**config.mk**
```make
export PLATFORM = sky130hd
export DESIGN_NAME = pcat_timebase
export DESIGN_NICKNAME = d
export VERILOG_FILES = /design/src/inc/pcat_pkg.sv /design/src/logic/pcat_ccm.sv /design/src/logic/pcat_timebase.sv
export SDC_FILE = /design/constraint.sdc
export NUM_CORES = 1
export LEC_CHECK = 0
export BUFFER_PORTS_ARGS = -buffer_cell sky130_fd_sc_hd__buf_2
export CORE_MARGIN = 2
export CORE_UTILIZATION = 40
export CTS_CLUSTER_DIAMETER = 100
export DETAILED_ROUTE_END_ITERATION = 10
export GPL_TIMING_DRIVEN = 0
export SLEW_MARGIN = 10
export SYNTH_ARGS = -nofsm -noshare
export SYNTH_HDL_FRONTEND = slang
export SYNTH_SLANG_ARGS = --single-unit
```
**constraint.sdc**
```tcl
create_clock -name sys_clk -period 2.9 [get_ports sys_clk]
set_input_delay 0.435 -clock sys_clk [delete_from_list [all_inputs] [get_ports sys_clk]]
set_output_delay 0.435 -clock sys_clk [all_outputs]
set_load 0.02 [all_outputs]
```
**src/inc/pcat_pkg.sv**
```systemverilog
// Shared constants and types of the counter array time base.
// Assumes a single 100 MHz system clock, which also stands for the
// oscillator frequency that the count source divides.
package pcat_pkg;

    // ------------------------------------------------------------------
    // Clock and count source divisions
    // ------------------------------------------------------------------
    localparam int unsigned SYS_CLK_HZ    = 100_000_000;
    localparam logic [3:0]  DIV_SLOW_STD  = 4'hc;
    localparam logic [3:0]  DIV_SLOW_DBL  = 4'h6;
    localparam logic [3:0]  DIV_FAST_STD  = 4'h4;
    localparam logic [3:0]  DIV_FAST_DBL  = 4'h2;
    localparam logic [3:0]  PRESC_RST     = 4'h0;

    // ------------------------------------------------------------------
    // Register indices; byte address is four times the index
    // ------------------------------------------------------------------
    localparam logic [7:0]  IDX_CTRL      = 8'hd8;
    localparam logic [7:0]  IDX_MODE      = 8'hd9;
    localparam logic [7:0]  IDX_MCFG0     = 8'hda;
    localparam logic [7:0]  IDX_IRQ_STAT  = 8'he0;
    localparam logic [7:0]  IDX_IRQ_CLR   = 8'he1;
    localparam logic [7:0]  IDX_IRQ_EN    = 8'he2;
    localparam logic [7:0]  IDX_CNT_LO    = 8'he9;
    localparam logic [7:0]  IDX_CAP_LO0   = 8'hea;
    localparam logic [7:0]  IDX_CNT_HI    = 8'hf9;
    localparam logic [7:0]  IDX_CAP_HI0   = 8'hfa;

    // ------------------------------------------------------------------
    // Field layouts and reset values
    // ------------------------------------------------------------------
    localparam int unsigned CTRL_RUN_BIT  = 6;
    localparam logic [7:0]  MODE_IMPL     = 8'hc7;
    localparam logic [7:0]  MODE_RST      = 8'h00;
    localparam logic [3:0]  MCFG_RST      = 4'h0;
    localparam logic [15:0] CNT_RST       = 16'h0000;
    localparam logic [15:0] CNT_TOP       = 16'hffff;
    localparam logic [5:0]  IRQ_RST       = 6'h00;
    localparam int unsigned N_MOD         = 5;
    localparam int unsigned WDT_MOD       = 4;

    typedef enum logic [1:0] {
        SRC_OSC_SLOW = 2'h0,
        SRC_OSC_FAST = 2'h1,
        SRC_T0_OVF   = 2'h2,
        SRC_EXT_PIN  = 2'h3
    } pcat_src_t;

    typedef enum logic [2:0] {
        MM_OFF      = 3'h0,
        MM_CAP_RISE = 3'h1,
        MM_CAP_FALL = 3'h2,
        MM_CAP_BOTH = 3'h3,
        MM_SW_TIMER = 3'h4,
        MM_HS_OUT   = 3'h5,
        MM_PWM      = 3'h6
    } pcat_mmode_t;

    // Same bit layout as the mode register byte
    typedef struct packed {
        logic        idle_stop_bit;
        logic        module4_watchdog_enable;
        logic [2:0]  unused;
        pcat_src_t   count_source_sel;
        logic        overflow_irq_enable;
    } pcat_mode_t;

    typedef struct packed {
        logic        irq_en;
        pcat_mmode_t mode;
    } pcat_mcfg_t;

endpackage

```
**src/logic/pcat_ccm.sv**
```systemverilog
// One capture/compare module working off the shared counter.
// Assumes cnt is the shared counter and cnt_step pulses for one cycle
// in the cycle after the counter has advanced.
`timescale 1ns/1ps

module pcat_ccm
    import pcat_pkg::*;
(
    input  wire logic        sys_clk,
    input  wire logic        rstn,
    input  wire pcat_mcfg_t  cfg,
    input  wire logic        wdt_allow,
    input  wire logic [15:0] cnt,
    input  wire logic        cnt_step,
    input  wire logic        pin_in,
    input  wire logic        cap_we_lo,
    input  wire logic        cap_we_hi,
    input  wire logic [7:0]  wdata,
    output logic      [15:0] cap_value,
    output logic             event_o,
    output logic             pin_out,
    output logic             pin_oe,
    output logic             wdt_fire
);

    // ------------------------------------------------------------------
    // Pin synchroniser and edge detect
    // ------------------------------------------------------------------
    logic        s1_q, s2_q, prev_q;
    logic [15:0] cap_q, cap_d;
    logic        evt_q, evt_d, out_q, out_d, oe_q, oe_d, wdt_q, wdt_d;
    logic        rise, fall, cap_hit, match;

    assign rise  = s2_q & ~prev_q;
    assign fall  = ~s2_q & prev_q;
    assign match = cnt_step && (cnt == cap_q);

    always_comb begin
        cap_hit = 1'b0;
        case (cfg.mode)
            MM_CAP_RISE: cap_hit = rise;
            MM_CAP_FALL: cap_hit = fall;
            MM_CAP_BOTH: cap_hit = rise | fall;
            default:     cap_hit = 1'b0;
        endcase
    end

    always_comb begin
        cap_d = cap_q;
        evt_d = 1'b0;
        out_d = out_q;
        oe_d  = 1'b0;
        wdt_d = 1'b0;
        if (cap_we_lo) begin
            cap_d[7:0] = wdata;
        end
        if (cap_we_hi) begin
            cap_d[15:8] = wdata;
        end
        case (cfg.mode)
            MM_CAP_RISE, MM_CAP_FALL, MM_CAP_BOTH: begin
                if (cap_hit) begin
                    cap_d = cnt;
                    evt_d = 1'b1;
                end
            end
            MM_SW_TIMER: begin
                evt_d = match;
                wdt_d = match & wdt_allow;
            end
            MM_HS_OUT: begin
                oe_d  = 1'b1;
                evt_d = match;
                if (match) begin
                    out_d = ~out_q;
                end
            end
            MM_PWM: begin
                // Duty follows the low byte only, an 8-bit modulator
                oe_d  = 1'b1;
                out_d = (cnt[7:0] >= cap_q[7:0]);
            end
            default: begin
                out_d = 1'b0;
            end
        endcase
    end

    always_ff @(posedge sys_clk or negedge rstn) begin
        if (!rstn) begin
            // Pins idle high on pull-ups; avoids a false edge after reset
            s1_q   <= 1'b1;
            s2_q   <= 1'b1;
            prev_q <= 1'b1;
            cap_q  <= CNT_RST;
            evt_q  <= 1'b0;
            out_q  <= 1'b0;
            oe_q   <= 1'b0;
            wdt_q  <= 1'b0;
        end else begin
            s1_q   <= pin_in;
            s2_q   <= s1_q;
            prev_q <= s2_q;
            cap_q  <= cap_d;
            evt_q  <= evt_d;
            out_q  <= out_d;
            oe_q   <= oe_d;
            wdt_q  <= wdt_d;
        end
    end

    assign cap_value = cap_q;
    assign event_o   = evt_q;
    assign pin_out   = out_q;
    assign pin_oe    = oe_q;
    assign wdt_fire  = wdt_q;
endmodule

```
**src/logic/pcat_timebase.sv**
```systemverilog
// Time base, mode register and shared interrupt of the counter array.
// Assumes a classic Wishbone master, a timer 0 overflow pulse and idle
// and double speed levels from logic on sys_clk; pins are asynchronous.
`timescale 1ns/1ps

module pcat_timebase
    import pcat_pkg::*;
#(
    parameter int unsigned ADR_W = 12
)(
    input  wire logic             sys_clk,
    input  wire logic             rstn,
    input  wire logic             wb_cyc_i,
    input  wire logic             wb_stb_i,
    input  wire logic             wb_we_i,
    input  wire logic [ADR_W-1:0] wb_adr_i,
    input  wire logic [3:0]       wb_sel_i,
    input  wire logic [31:0]      wb_dat_i,
    output logic      [31:0]      wb_dat_o,
    output logic                  wb_ack_o,
    input  wire logic             double_speed_mode,
    input  wire logic             idle_mode,
    input  wire logic             timer0_ovf,
    input  wire logic             external_count_in,
    input  wire logic [4:0]       mod_io_in,
    output logic      [4:0]       mod_io_out,
    output logic      [4:0]       mod_io_oe,
    output logic                  irq_o,
    output logic                  wdt_reset_o
);

    // ------------------------------------------------------------------
    // Helpers
    // ------------------------------------------------------------------
    function automatic logic is_idx(input logic [ADR_W-1:0] adr,
                                    input logic [7:0]       idx);
        return adr == {{(ADR_W-10){1'b0}}, idx, 2'b00};
    endfunction

    function automatic logic [3:0] div_limit(input pcat_src_t src,
                                             input logic      dbl);
        logic [3:0] div;
        div = 4'h1;
        case (src)
            SRC_OSC_SLOW: div = dbl ? DIV_SLOW_DBL : DIV_SLOW_STD;
            SRC_OSC_FAST: div = dbl ? DIV_FAST_DBL : DIV_FAST_STD;
            default:      div = 4'h1;
        endcase
        return div - 4'h1;
    endfunction

    // ------------------------------------------------------------------
    // Wishbone slave
    // ------------------------------------------------------------------
    typedef enum logic [1:0] {
        WB_IDLE = 2'b01,
        WB_ACK  = 2'b10
    } pcat_wb_st_t;

    pcat_wb_st_t st_q, st_d;
    logic        ack_q, ack_d;
    logic [7:0]  rdat_q, rdat_d, rd_mux;
    logic        wr, req;
    logic [7:0]  wd;

    pcat_mode_t  mode_q, mode_d;
    logic        run_q, run_d;
    pcat_mcfg_t  mcfg_q [N_MOD];
    pcat_mcfg_t  mcfg_d [N_MOD];
    logic [5:0]  stat_q, stat_d, en_q, en_d, eff_en, set_v, clr_v;
    logic        irq_q, irq_d, wdt_q, wdt_d;
    logic [15:0] cap_val [N_MOD];
    logic [15:0] cnt_q, cnt_d;
    logic [4:0]  mod_evt, mod_wdt, mod_ie;

    assign req = wb_cyc_i & wb_stb_i;
    // Write lands on the edge at which the master samples ack
    assign wr  = req & wb_we_i & wb_sel_i[0] & ack_q;
    assign wd  = wb_dat_i[7:0];

    always_comb begin
        rd_mux = 8'h00;
        if (is_idx(wb_adr_i, IDX_CTRL)) begin
            rd_mux[CTRL_RUN_BIT] = run_q;
        end else if (is_idx(wb_adr_i, IDX_MODE)) begin
            // Unimplemented bits read back as zero
            rd_mux = mode_q & MODE_IMPL;
        end else if (is_idx(wb_adr_i, IDX_IRQ_STAT)) begin
            rd_mux = {2'h0, stat_q};
        end else if (is_idx(wb_adr_i, IDX_IRQ_EN)) begin
            rd_mux = {2'h0, en_q};
        end else if (is_idx(wb_adr_i, IDX_CNT_LO)) begin
            rd_mux = cnt_q[7:0];
        end else if (is_idx(wb_adr_i, IDX_CNT_HI)) begin
            rd_mux = cnt_q[15:8];
        end
        for (int k = 0; k < N_MOD; k++) begin
            if (is_idx(wb_adr_i, IDX_MCFG0 + 8'(k))) begin
                rd_mux = {4'h0, mcfg_q[k]};
            end
            if (is_idx(wb_adr_i, IDX_CAP_LO0 + 8'(k))) begin
                rd_mux = cap_val[k][7:0];
            end
            if (is_idx(wb_adr_i, IDX_CAP_HI0 + 8'(k))) begin
                rd_mux = cap_val[k][15:8];
            end
        end
    end

    always_comb begin
        st_d   = st_q;
        ack_d  = 1'b0;
        rdat_d = rdat_q;
        case (st_q)
            WB_IDLE: begin
                if (req) begin
                    ack_d  = 1'b1;
                    rdat_d = rd_mux;
                    st_d   = WB_ACK;
                end
            end
            WB_ACK: begin
                st_d = WB_IDLE;
            end
            default: begin
                st_d = WB_IDLE;
            end
        endcase
    end

    always_ff @(posedge sys_clk or negedge rstn) begin
        if (!rstn) begin
            st_q   <= WB_IDLE;
            ack_q  <= 1'b0;
            rdat_q <= 8'h00;
        end else begin
            st_q   <= st_d;
            ack_q  <= ack_d;
            rdat_q <= rdat_d;
        end
    end

    assign wb_ack_o = ack_q;
    assign wb_dat_o = {24'h000000, rdat_q};

    // ------------------------------------------------------------------
    // Configuration registers
    // ------------------------------------------------------------------
    always_comb begin
        mode_d = mode_q;
        run_d  = run_q;
        en_d   = en_q;
        for (int k = 0; k < N_MOD; k++) begin
            mcfg_d[k] = mcfg_q[k];
            if (wr && is_idx(wb_adr_i, IDX_MCFG0 + 8'(k))) begin
                mcfg_d[k] = wd[3:0];
            end
        end
        if (wr && is_idx(wb_adr_i, IDX_MODE)) begin
            mode_d = wd & MODE_IMPL;
        end
        if (wr && is_idx(wb_adr_i, IDX_CTRL)) begin
            run_d = wd[CTRL_RUN_BIT];
        end
        if (wr && is_idx(wb_adr_i, IDX_IRQ_EN)) begin
            en_d = wd[5:0];
        end
    end

    always_ff @(posedge sys_clk or negedge rstn) begin
        if (!rstn) begin
            mode_q <= MODE_RST;
            run_q  <= 1'b0;
            en_q   <= IRQ_RST;
            for (int k = 0; k < N_MOD; k++) begin
                mcfg_q[k] <= MCFG_RST;
            end
        end else begin
            mode_q <= mode_d;
            run_q  <= run_d;
            en_q   <= en_d;
            for (int k = 0; k < N_MOD; k++) begin
                mcfg_q[k] <= mcfg_d[k];
            end
        end
    end

    // ------------------------------------------------------------------
    // Count source and shared counter
    // ------------------------------------------------------------------
    logic [3:0]  presc_q, presc_d, lim;
    logic        ext_s1_q, ext_s2_q, ext_prev_q, ext_fall;
    logic        src_tick, adv, ovf, step_q, cnt_wr;

    assign lim      = div_limit(mode_q.count_source_sel, double_speed_mode);
    assign ext_fall = ext_prev_q & ~ext_s2_q;

    always_comb begin
        presc_d  = (presc_q >= lim) ? PRESC_RST : presc_q + 4'h1;
        src_tick = 1'b0;
        case (mode_q.count_source_sel)
            SRC_OSC_SLOW: src_tick = (presc_q == lim);
            SRC_OSC_FAST: src_tick = (presc_q == lim);
            SRC_T0_OVF:   src_tick = timer0_ovf;
            SRC_EXT_PIN:  src_tick = ext_fall;
            default:      src_tick = 1'b0;
        endcase
    end

    // Idle only halts when the stop bit asks for it
    assign adv    = run_q & src_tick &
                    ~(idle_mode & mode_q.idle_stop_bit);
    assign ovf    = adv & (cnt_q == CNT_TOP);
    assign cnt_wr = wr & (is_idx(wb_adr_i, IDX_CNT_LO) |
                          is_idx(wb_adr_i, IDX_CNT_HI));

    always_comb begin
        cnt_d = adv ? cnt_q + 16'h0001 : cnt_q;
        if (wr && is_idx(wb_adr_i, IDX_CNT_LO)) begin
            cnt_d[7:0] = wd;
        end
        if (wr && is_idx(wb_adr_i, IDX_CNT_HI)) begin
            cnt_d[15:8] = wd;
        end
    end

    always_ff @(posedge sys_clk or negedge rstn) begin
        if (!rstn) begin
            presc_q    <= PRESC_RST;
            ext_s1_q   <= 1'b1;
            ext_s2_q   <= 1'b1;
            ext_prev_q <= 1'b1;
            cnt_q      <= CNT_RST;
            step_q     <= 1'b0;
        end else begin
            presc_q    <= presc_d;
            ext_s1_q   <= external_count_in;
            ext_s2_q   <= ext_s1_q;
            ext_prev_q <= ext_s2_q;
            cnt_q      <= cnt_d;
            step_q     <= adv;
        end
    end

    // ------------------------------------------------------------------
    // Capture/compare modules
    // ------------------------------------------------------------------
    for (genvar g = 0; g < N_MOD; g++) begin : g_mod
        pcat_ccm u_ccm (
            .sys_clk   (sys_clk),
            .rstn      (rstn),
            .cfg       (mcfg_q[g]),
            .wdt_allow ((g == WDT_MOD) &&
                        mode_q.module4_watchdog_enable),
            .cnt       (cnt_q),
            .cnt_step  (step_q),
            .pin_in    (mod_io_in[g]),
            .cap_we_lo (wr && is_idx(wb_adr_i, IDX_CAP_LO0 + 8'(g))),
            .cap_we_hi (wr && is_idx(wb_adr_i, IDX_CAP_HI0 + 8'(g))),
            .wdata     (wd),
            .cap_value (cap_val[g]),
            .event_o   (mod_evt[g]),
            .pin_out   (mod_io_out[g]),
            .pin_oe    (mod_io_oe[g]),
            .wdt_fire  (mod_wdt[g])
        );
        assign mod_ie[g] = mcfg_q[g].irq_en;
    end

    // ------------------------------------------------------------------
    // Shared interrupt and watchdog reset
    // ------------------------------------------------------------------
    assign set_v  = {mod_evt, ovf};
    assign clr_v  = (wr && is_idx(wb_adr_i, IDX_IRQ_CLR)) ? wd[5:0] : 6'h00;
    assign eff_en = en_q & {mod_ie, mode_q.overflow_irq_enable};

    always_comb begin
        // Set wins over a clear in the same cycle
        stat_d = (stat_q & ~clr_v) | set_v;
        irq_d  = |(stat_q & eff_en);
        wdt_d  = mod_wdt[WDT_MOD];
    end

    always_ff @(posedge sys_clk or negedge rstn) begin
        if (!rstn) begin
            stat_q <= IRQ_RST;
            irq_q  <= 1'b0;
            wdt_q  <= 1'b0;
        end else begin
            stat_q <= stat_d;
            irq_q  <= irq_d;
            wdt_q  <= wdt_d;
        end
    end

    assign irq_o       = irq_q;
    assign wdt_reset_o = wdt_q;
endmodule

```
# ---- Yosys cells after proc, flatten, opt, wreduce, memory -nomap -nowiden
# Cells that the tools add are included.
# Widths: inputs -> output; s select.
dict set report classes {
  n_reduce_logical 57
  addsub 3
  mux 87
  eq_ne 69
  n_lt_le_gt_ge 6
  bitwise_logic 52
}
# op count
set op_table {}
lappend op_table {{$eq 12x10->1 const B} 22}
lappend op_table {{$mux 8} 32}
lappend op_table {{$mux 16} 11}
lappend op_table {{$eq 16x16->1} 5}
lappend op_table {{$eq 3x3->1 const B} 15}
lappend op_table {{$ge 8x8->1} 5}
lappend op_table {{$pmux 1 s3} 11}
lappend op_table {{$eq 3x2->1 const B} 10}
lappend op_table {{$logic_and 1x1->1} 26}
lappend op_table {{$not 1->1} 22}
lappend op_table {{$reduce_or 2->1} 11}
lappend op_table {{$and 1x1->1} 20}
lappend op_table {{$mux 1} 20}
lappend op_table {{$reduce_or 4->1} 5}
lappend op_table {{$and 6x6->6} 3}
lappend op_table {{$add 16x1->16 const B} 1}
lappend op_table {{$eq 16x16->1 const B} 1}
lappend op_table {{$eq 3x1->1 const B} 5}
lappend op_table {{$reduce_or 3->1} 5}
lappend op_table {{$mux 6} 2}
lappend op_table {{$reduce_and 2->1} 6}
lappend op_table {{$ne 2x1->1 const B} 5}
lappend op_table {{$pmux 1 s2} 5}
lappend op_table {{$mux 4} 2}
lappend op_table {{16 further kinds} 24}
dict set report word_totals {
  word_cells 339
  reg_bits 186
  input_bits 62
  output_inout_bits 45
}

# ---- Logic depth before layout (Yosys ltp)
dict set report depth {
  ltp_word 22
  ltp_mapped 10
  depth_no_buf 9
}

# ---- Cells and area by module
# A second synthesis with hierarchy kept.
dict set report hier_totals {
  hier_cells 1289
  area_unflattened_um2 12856.1
}
# mod n_inst seq_area_each_um2 cells_per_inst area_per_inst_um2
set by_module_without_submodules {}
lappend by_module_without_submodules {pcat_ccm 5 579.3 131 1475.2}
lappend by_module_without_submodules {pcat_timebase 1 1881.8 634 5480.3}

# ---- Least setup slack after synthesis
# OpenSTA, ideal clock, no wires.
dict set report synth_path {
  kind {register to register}
  startpoint {register mode_q[2] (netlist bit)}
  endpoint {register cnt_q[12]}
  slack_ns 0.425
  n_path_buf 0
  required_time_ns 2.775
  stages_incl_launch_ff 9
  setup_time_ns 0.125
  period_less_slack_ns 2.475
  t_arrival_ns 2.351
  cell_sequence {dfrtp_1 or3_1 ha_1 nand4_1 a221oi_1 nand4_1 nor3_1 xor2_1 mux2_2}
}
dict set report synth_via {
  elab_chain_cells 8
  elab_cells_between_ends 12
  cone_classes {add/sub (1); eq/ne (4); mux (2); bitwise (2); reduce/logical (3)}
}
# item line_no
set synth_lines {}
lappend synth_lines {{from (decl)} pcat_timebase.sv:66} ;# pcat_mode_t mode_q, mode_d;
lappend synth_lines {{from (signal assigned)} pcat_timebase.sv:179} ;# mode_q <= mode_d;
lappend synth_lines {{$eq 2x1->1 / $logic_not 2->1 (equally long branches)} {pcat_timebase.sv:44, pcat_timebase.sv:201}}
lappend synth_lines {{$pmux 4 s2} pcat_timebase.sv:44} ;# case (src)
lappend synth_lines {{$sub 4x1->4} pcat_timebase.sv:49} ;# return div - 4'h1;
lappend synth_lines {{$eq 4x4->1} {pcat_timebase.sv:202, pcat_timebase.sv:203}}
lappend synth_lines {{$pmux 1 s3 *} pcat_timebase.sv:201} ;# case (mode_q.count_source_sel)
lappend synth_lines {{$and 1x1->1 * (2 in a row)} pcat_timebase.sv:211} ;# assign adv = run_q & src_tick &
lappend synth_lines {{$reduce_bool 2->1 (no source line) *} n/a}
lappend synth_lines {{to (signal assigned)} pcat_timebase.sv:240} ;# cnt_q <= cnt_d;
lappend synth_lines {{to (decl)} pcat_timebase.sv:73} ;# logic [15:0] cnt_q, cnt_d;
# Every way passes the cells marked *; elsewhere a longest branch is shown, timed or not.
# A chain may end at the register's enable or synchronous reset.

# ---- Worst setup path in the final report
dict set report layout_path {
  startpoint {register cnt_q[9]}
  endpoint {register rdat_q[1]}
}
dict set report layout_via {
  elab_chain_cells 21
}
# item line_no
set layout_lines {}
lappend layout_lines {{$mux 8} pcat_timebase.sv:94} ;# end else if (is_idx(wb_adr_i, IDX_CNT_HI)) begin
lappend layout_lines {{$mux 8} pcat_timebase.sv:92} ;# end else if (is_idx(wb_adr_i, IDX_CNT_LO)) begin
lappend layout_lines {{$mux 8} pcat_timebase.sv:90} ;# end else if (is_idx(wb_adr_i, IDX_IRQ_EN)) begin
lappend layout_lines {{$mux 8} pcat_timebase.sv:88} ;# end else if (is_idx(wb_adr_i, IDX_IRQ_STAT)) begin
lappend layout_lines {{$mux 8} pcat_timebase.sv:85} ;# end else if (is_idx(wb_adr_i, IDX_MODE)) begin
lappend layout_lines {{$mux 6} pcat_timebase.sv:83} ;# if (is_idx(wb_adr_i, IDX_CTRL)) begin
lappend layout_lines {{$mux 8} pcat_timebase.sv:98} ;# if (is_idx(wb_adr_i, IDX_MCFG0 + 8'(k))) begin
lappend layout_lines {{$mux 8} pcat_timebase.sv:101} ;# if (is_idx(wb_adr_i, IDX_CAP_LO0 + 8'(k))) begin
lappend layout_lines {{[5 not listed]} n/a}
lappend layout_lines {{$mux 8} pcat_timebase.sv:101}
lappend layout_lines {{$mux 8} pcat_timebase.sv:104} ;# if (is_idx(wb_adr_i, IDX_CAP_HI0 + 8'(k))) begin
lappend layout_lines {{$mux 8} pcat_timebase.sv:98}
lappend layout_lines {{$mux 8} pcat_timebase.sv:101}
lappend layout_lines {{$mux 8} pcat_timebase.sv:104}
lappend layout_lines {{$mux 8} pcat_timebase.sv:98}
lappend layout_lines {{$mux 8} pcat_timebase.sv:101}
lappend layout_lines {{$mux 8} pcat_timebase.sv:104}
lappend layout_lines {{to (signal assigned)} pcat_timebase.sv:139} ;# rdat_q <= rdat_d;
lappend layout_lines {{to (decl)} pcat_timebase.sv:62} ;# logic [7:0] rdat_q, rdat_d, rd_mux;
# No other way between the ends.

==> metrics.cfg <==
[final_layout]
stdcell_area_um2 = 13800
layout-drive-gt1-share_pct = 16.62
fillers = 2997
nets = 1549
antenna_cells = 0
area_delta_synth_final_pct = 12.36

[grt]
antenna_found_initial = 1
gr-usage-all-layers_pct = 31.62
grt_max_degree = 76
grt_overflow = 0
grt_pass1_wl_um = 71890
grt_pass1_vias = 10517

[floorplan]
dieArea_um2 = 32130
ioPinCount = 107
row_count = 64
coreArea_um2 = 30430
start_util_pct = 40.37
die_w_um = 179.3
die_h_um = 179.3

[sta]
timing.hold.ws_ns = 0.06058
fmax_mhz = 348.2
maxSlewHeadroom_pct = 20.12
hold_viol = 0
skew_ns = 0.01601
timing.final.crit_share_pct = 99.04
tns_ns = 0
setup_viol_count_final = 0
period_minus_slack_ns = 2.872
worstMarginPinSlew_ns = 1.198
slew_violations = 0

[yosys]
avgSynthCellArea_um2 = 9.203
synthCells = 1335
ys_seq_area_share_pct = 38.08
synthArstFlopShare_pct = 100.0
synth_seq_cells = 186
netlist_area_um2 = 12290
synth-edff-count = 0
ys.flop_type = dfrtp_1
synth_cell_types = 89
yosys_warnings = 0

[routing]
drt-initial-drc-count = 1339
wirelength_um = 49570
vias = 11271
drc = 0
first_pass_iters = 5
postRouteAntennaNets = 0
vias_per_cell = 6.126
wire_per_inst_um = 26.94

[clock_network]
htree_levels = 4
clk_path_buf_depth = 2
worstSkewPairLatency_ns = 0.47
numCtsBuffers = 17
cts_tree = built
cts.sink_count = 186
clk_pin_slew_worst_paths_ns = 0.08
cts-root-buf = clkbuf_16

[critical_path]
start_kind = flop
r2r-start = cnt_q[9]
cp_max_fo = 10
path_class = flop to flop
cp.arrival_ns = 3.28
cp-end-kind = flop
cp.required_ns = 3.31
ff2ff_path_depth = 7
reg2reg_slack_ns = 0.03
worstReg2RegEnd = rdat_q[1]

[run_status]
status = finished clean

[place]
port_buffers = 51
dpl_cell_area_um2 = 13190
dpl.hpwl_um = 36010
gp_congestion = 0.9812

[pwr]
p_sw_mw = 1.556
pwr-share-comb_pct = 9.3
finalPower_mw = 5.458
p_leak_nw = 6.077
sw_frac_of_total_pct = 28.51
power_density_nw_per_um2 = 395.4
clkPwrFrac_pct = 41.9
p_int_mw = 3.902
peakVddDrop_v = 0.0004232
pwr-share-seq_pct = 48.8

[min_path]
hold_path_end = g_mod[4].u_ccm.s1_q
hold_path_depth = 1
min_from = mod_io_in[4]
hp-class = input pin to flop

[flow_run]
maxCapViolations = 0

-- registers in the layout, indices dropped and copies added (netlist names), 6 cells and up --
name                   cells
rdat_q                     8
mcfg_q                    20
en_q                       6
cnt_q                     16
stat_q                     6
g_mod.u_ccm.cap_value     80
-- metrics by stage --
step	worst slack [ns]	instances	util [%]
global route	-0.03793	1840	45.37
detailed placement	-0.5458	1807	43.34
finish	0.02789	1840	45.37
global placement	-1.834	1805	43.13
floorplan	0.4247	1358	-
CTS	0.002782	1840	45.25
-- placed cells by master, fill, tap and decap left out, drive strengths merged, types with 6 or more instances in the layout --
cell    count
dfrtp     167
nand2     151
o21ai     134
buf       111
clkbuf     92
mux2i      89
inv        69
ha         56
nor2       49
nor3       46
mux2       35
a21oi      33
nand3      33
xor2       31
xnor2      28
conb       24
nand4      23
nor2b      19
nand2b     19
a21o       19
dfstp      19
a221oi     13
a31oi      12
nor4       12
and3       10
a22oi       9
o211ai      6
o21a        6
or3         6
o221ai      6
a211oi      6
o22ai       6
nand4b      6
-- power groups by stage --
stage / clock, mW / combinational [mW] / sequential [mW]
global route: 2.41 / 0.542 / 2.67
detailed placement: 0 / 0.495 / 2.71
CTS: 2.31 / 0.498 / 2.66
global placement: 0 / 0.482 / 2.71
floorplan: 0 / 0.251 / 2.72
finish: 2.29 / 0.506 / 2.66
-- synthesized netlist by cell type, types with 5 or more instances --
| cell | instances | area (um^2) |
|---|---|---|
| nand3_1 | 33 | 165.2 |
| nor4_1 | 11 | 68.82 |
| o22ai_1 | 6 | 37.54 |
| and4b_1 | 5 | 50.05 |
| o21ai_1 | 11 | 55.05 |
| nor2b_1 | 19 | 118.9 |
| a221oi_1 | 13 | 113.9 |
| buf_2 | 14 | 70.07 |
| inv_1 | 63 | 236.5 |
| o21a_1 | 6 | 45.04 |
| a21oi_1 | 33 | 165.2 |
| o221ai_1 | 6 | 52.55 |
| buf_4 | 37 | 277.8 |
| mux2i_1 | 89 | 890.9 |
| nand4b_1 | 5 | 43.79 |
| a21o_1 | 19 | 142.6 |
| xor2_1 | 31 | 271.5 |
| clkbuf_1 | 72 | 270.3 |
| nor2_1 | 48 | 180.2 |
| xnor2_1 | 28 | 245.2 |
| mux2_2 | 35 | 394.1 |
| or3_1 | 6 | 37.54 |
| nand2_1 | 148 | 555.5 |
| o21ai_0 | 123 | 615.6 |
| o211ai_1 | 6 | 45.04 |
| nand4_1 | 23 | 143.9 |
| a31oi_1 | 12 | 75.07 |
| buf_1 | 7 | 26.28 |
| a211oi_1 | 6 | 45.04 |
| dfrtp_1 | 167 | 4179 |
| nor3_1 | 32 | 160.2 |
| a21boi_0 | 5 | 37.54 |
| ha_1 | 56 | 700.7 |
| and3_1 | 10 | 62.56 |
| nor3_2 | 9 | 90.09 |
| a22oi_1 | 9 | 67.56 |
| dfstp_2 | 19 | 499.2 |
| o21bai_1 | 5 | 37.54 |
| nor3_4 | 5 | 81.33 |
| nand2b_1 | 19 | 118.9 |
-- logic make-up after synthesis --
| group | Yosys count | share of synthesized area [%] |
|---|---|---|
| buffers and inverters | 197 | 7.475 |
| adder cells (fa/ha/maj) | 56 | 5.703 |
| flip-flops | 186 | 38.08 |
| XOR/XNOR | 59 | 4.206 |
| AND/OR/NAND/NOR | 410 | 18.28 |
| AO/OA/AOI/OAI | 302 | 15.77 |
| other | 1 | 0.03052 |
| multiplexers | 124 | 10.46 |
-- per-layer routing --
metal  vias up  share of wire, %  GRT usage [%]
li1       4912                 -              -
met2       678                42          44.89
met3       135                11          6.849
met1      5546                42          45.02
met4         0               5.1          15.96
met5         -                 0              0
-- worst max-delay path: stages, from the launching register on --
cell and delay (ns):
dfrtp_1 0.32, clkbuf_1 0.44, clkbuf_1 0.76, o2111ai_1 0.31
a221oi_1 0.38, o32ai_1 0.26, nand4_1 0.18, o211a_1 0.16
-- worst max-delay path by stage --
stage,start,endpoint,slack [ns]
4_1_cts,cnt_q[8],rdat_q[0],0.003
3_5_place_dp,cnt_q[0],g_mod[0].u_ccm.pin_out,-0.55
6_report,cnt_q[9],rdat_q[1],0.03
3_3_place_gp,rstn,g_mod[4].u_ccm.pin_out,-1.83
2_1_floorplan,mode_q[2],cnt_q[12],0.42
5_1_grt,mode_q[2],cnt_q[12],-0.04
-- cell type report --
class / instances / area, um^2 / share of cell area [%]
Clock buffer: 18 / 429.2 / 3.109
Clock inverter: 14 / 116.4 / 0.8429
Buffer: 132 / 690.7 / 5.003
Inverter: 64 / 240.2 / 1.740
Multi-Input combinational cell: 975 / 6817 / 49.38
Timing Repair Buffer: 55 / 337.8 / 2.447
Sequential cell: 186 / 4678 / 33.89
Tap cell: 396 / 495.5 / 3.589
-- repair_timing --
| action | CTS | global route |
|---|---|---|
| hold endpoints to repair | 36 | 0 |
| cloned | 0 | 0 |
| hold buffers | 1 | 0 |
| resized for setup | 6 | 12 |
| endpoints found under the setup margin | 16 | 25 |
| setup buffers | 0 | 1 |
| pin swaps | 0 | 1 |
Note: power is estimated with default switching activity, not from simulation.
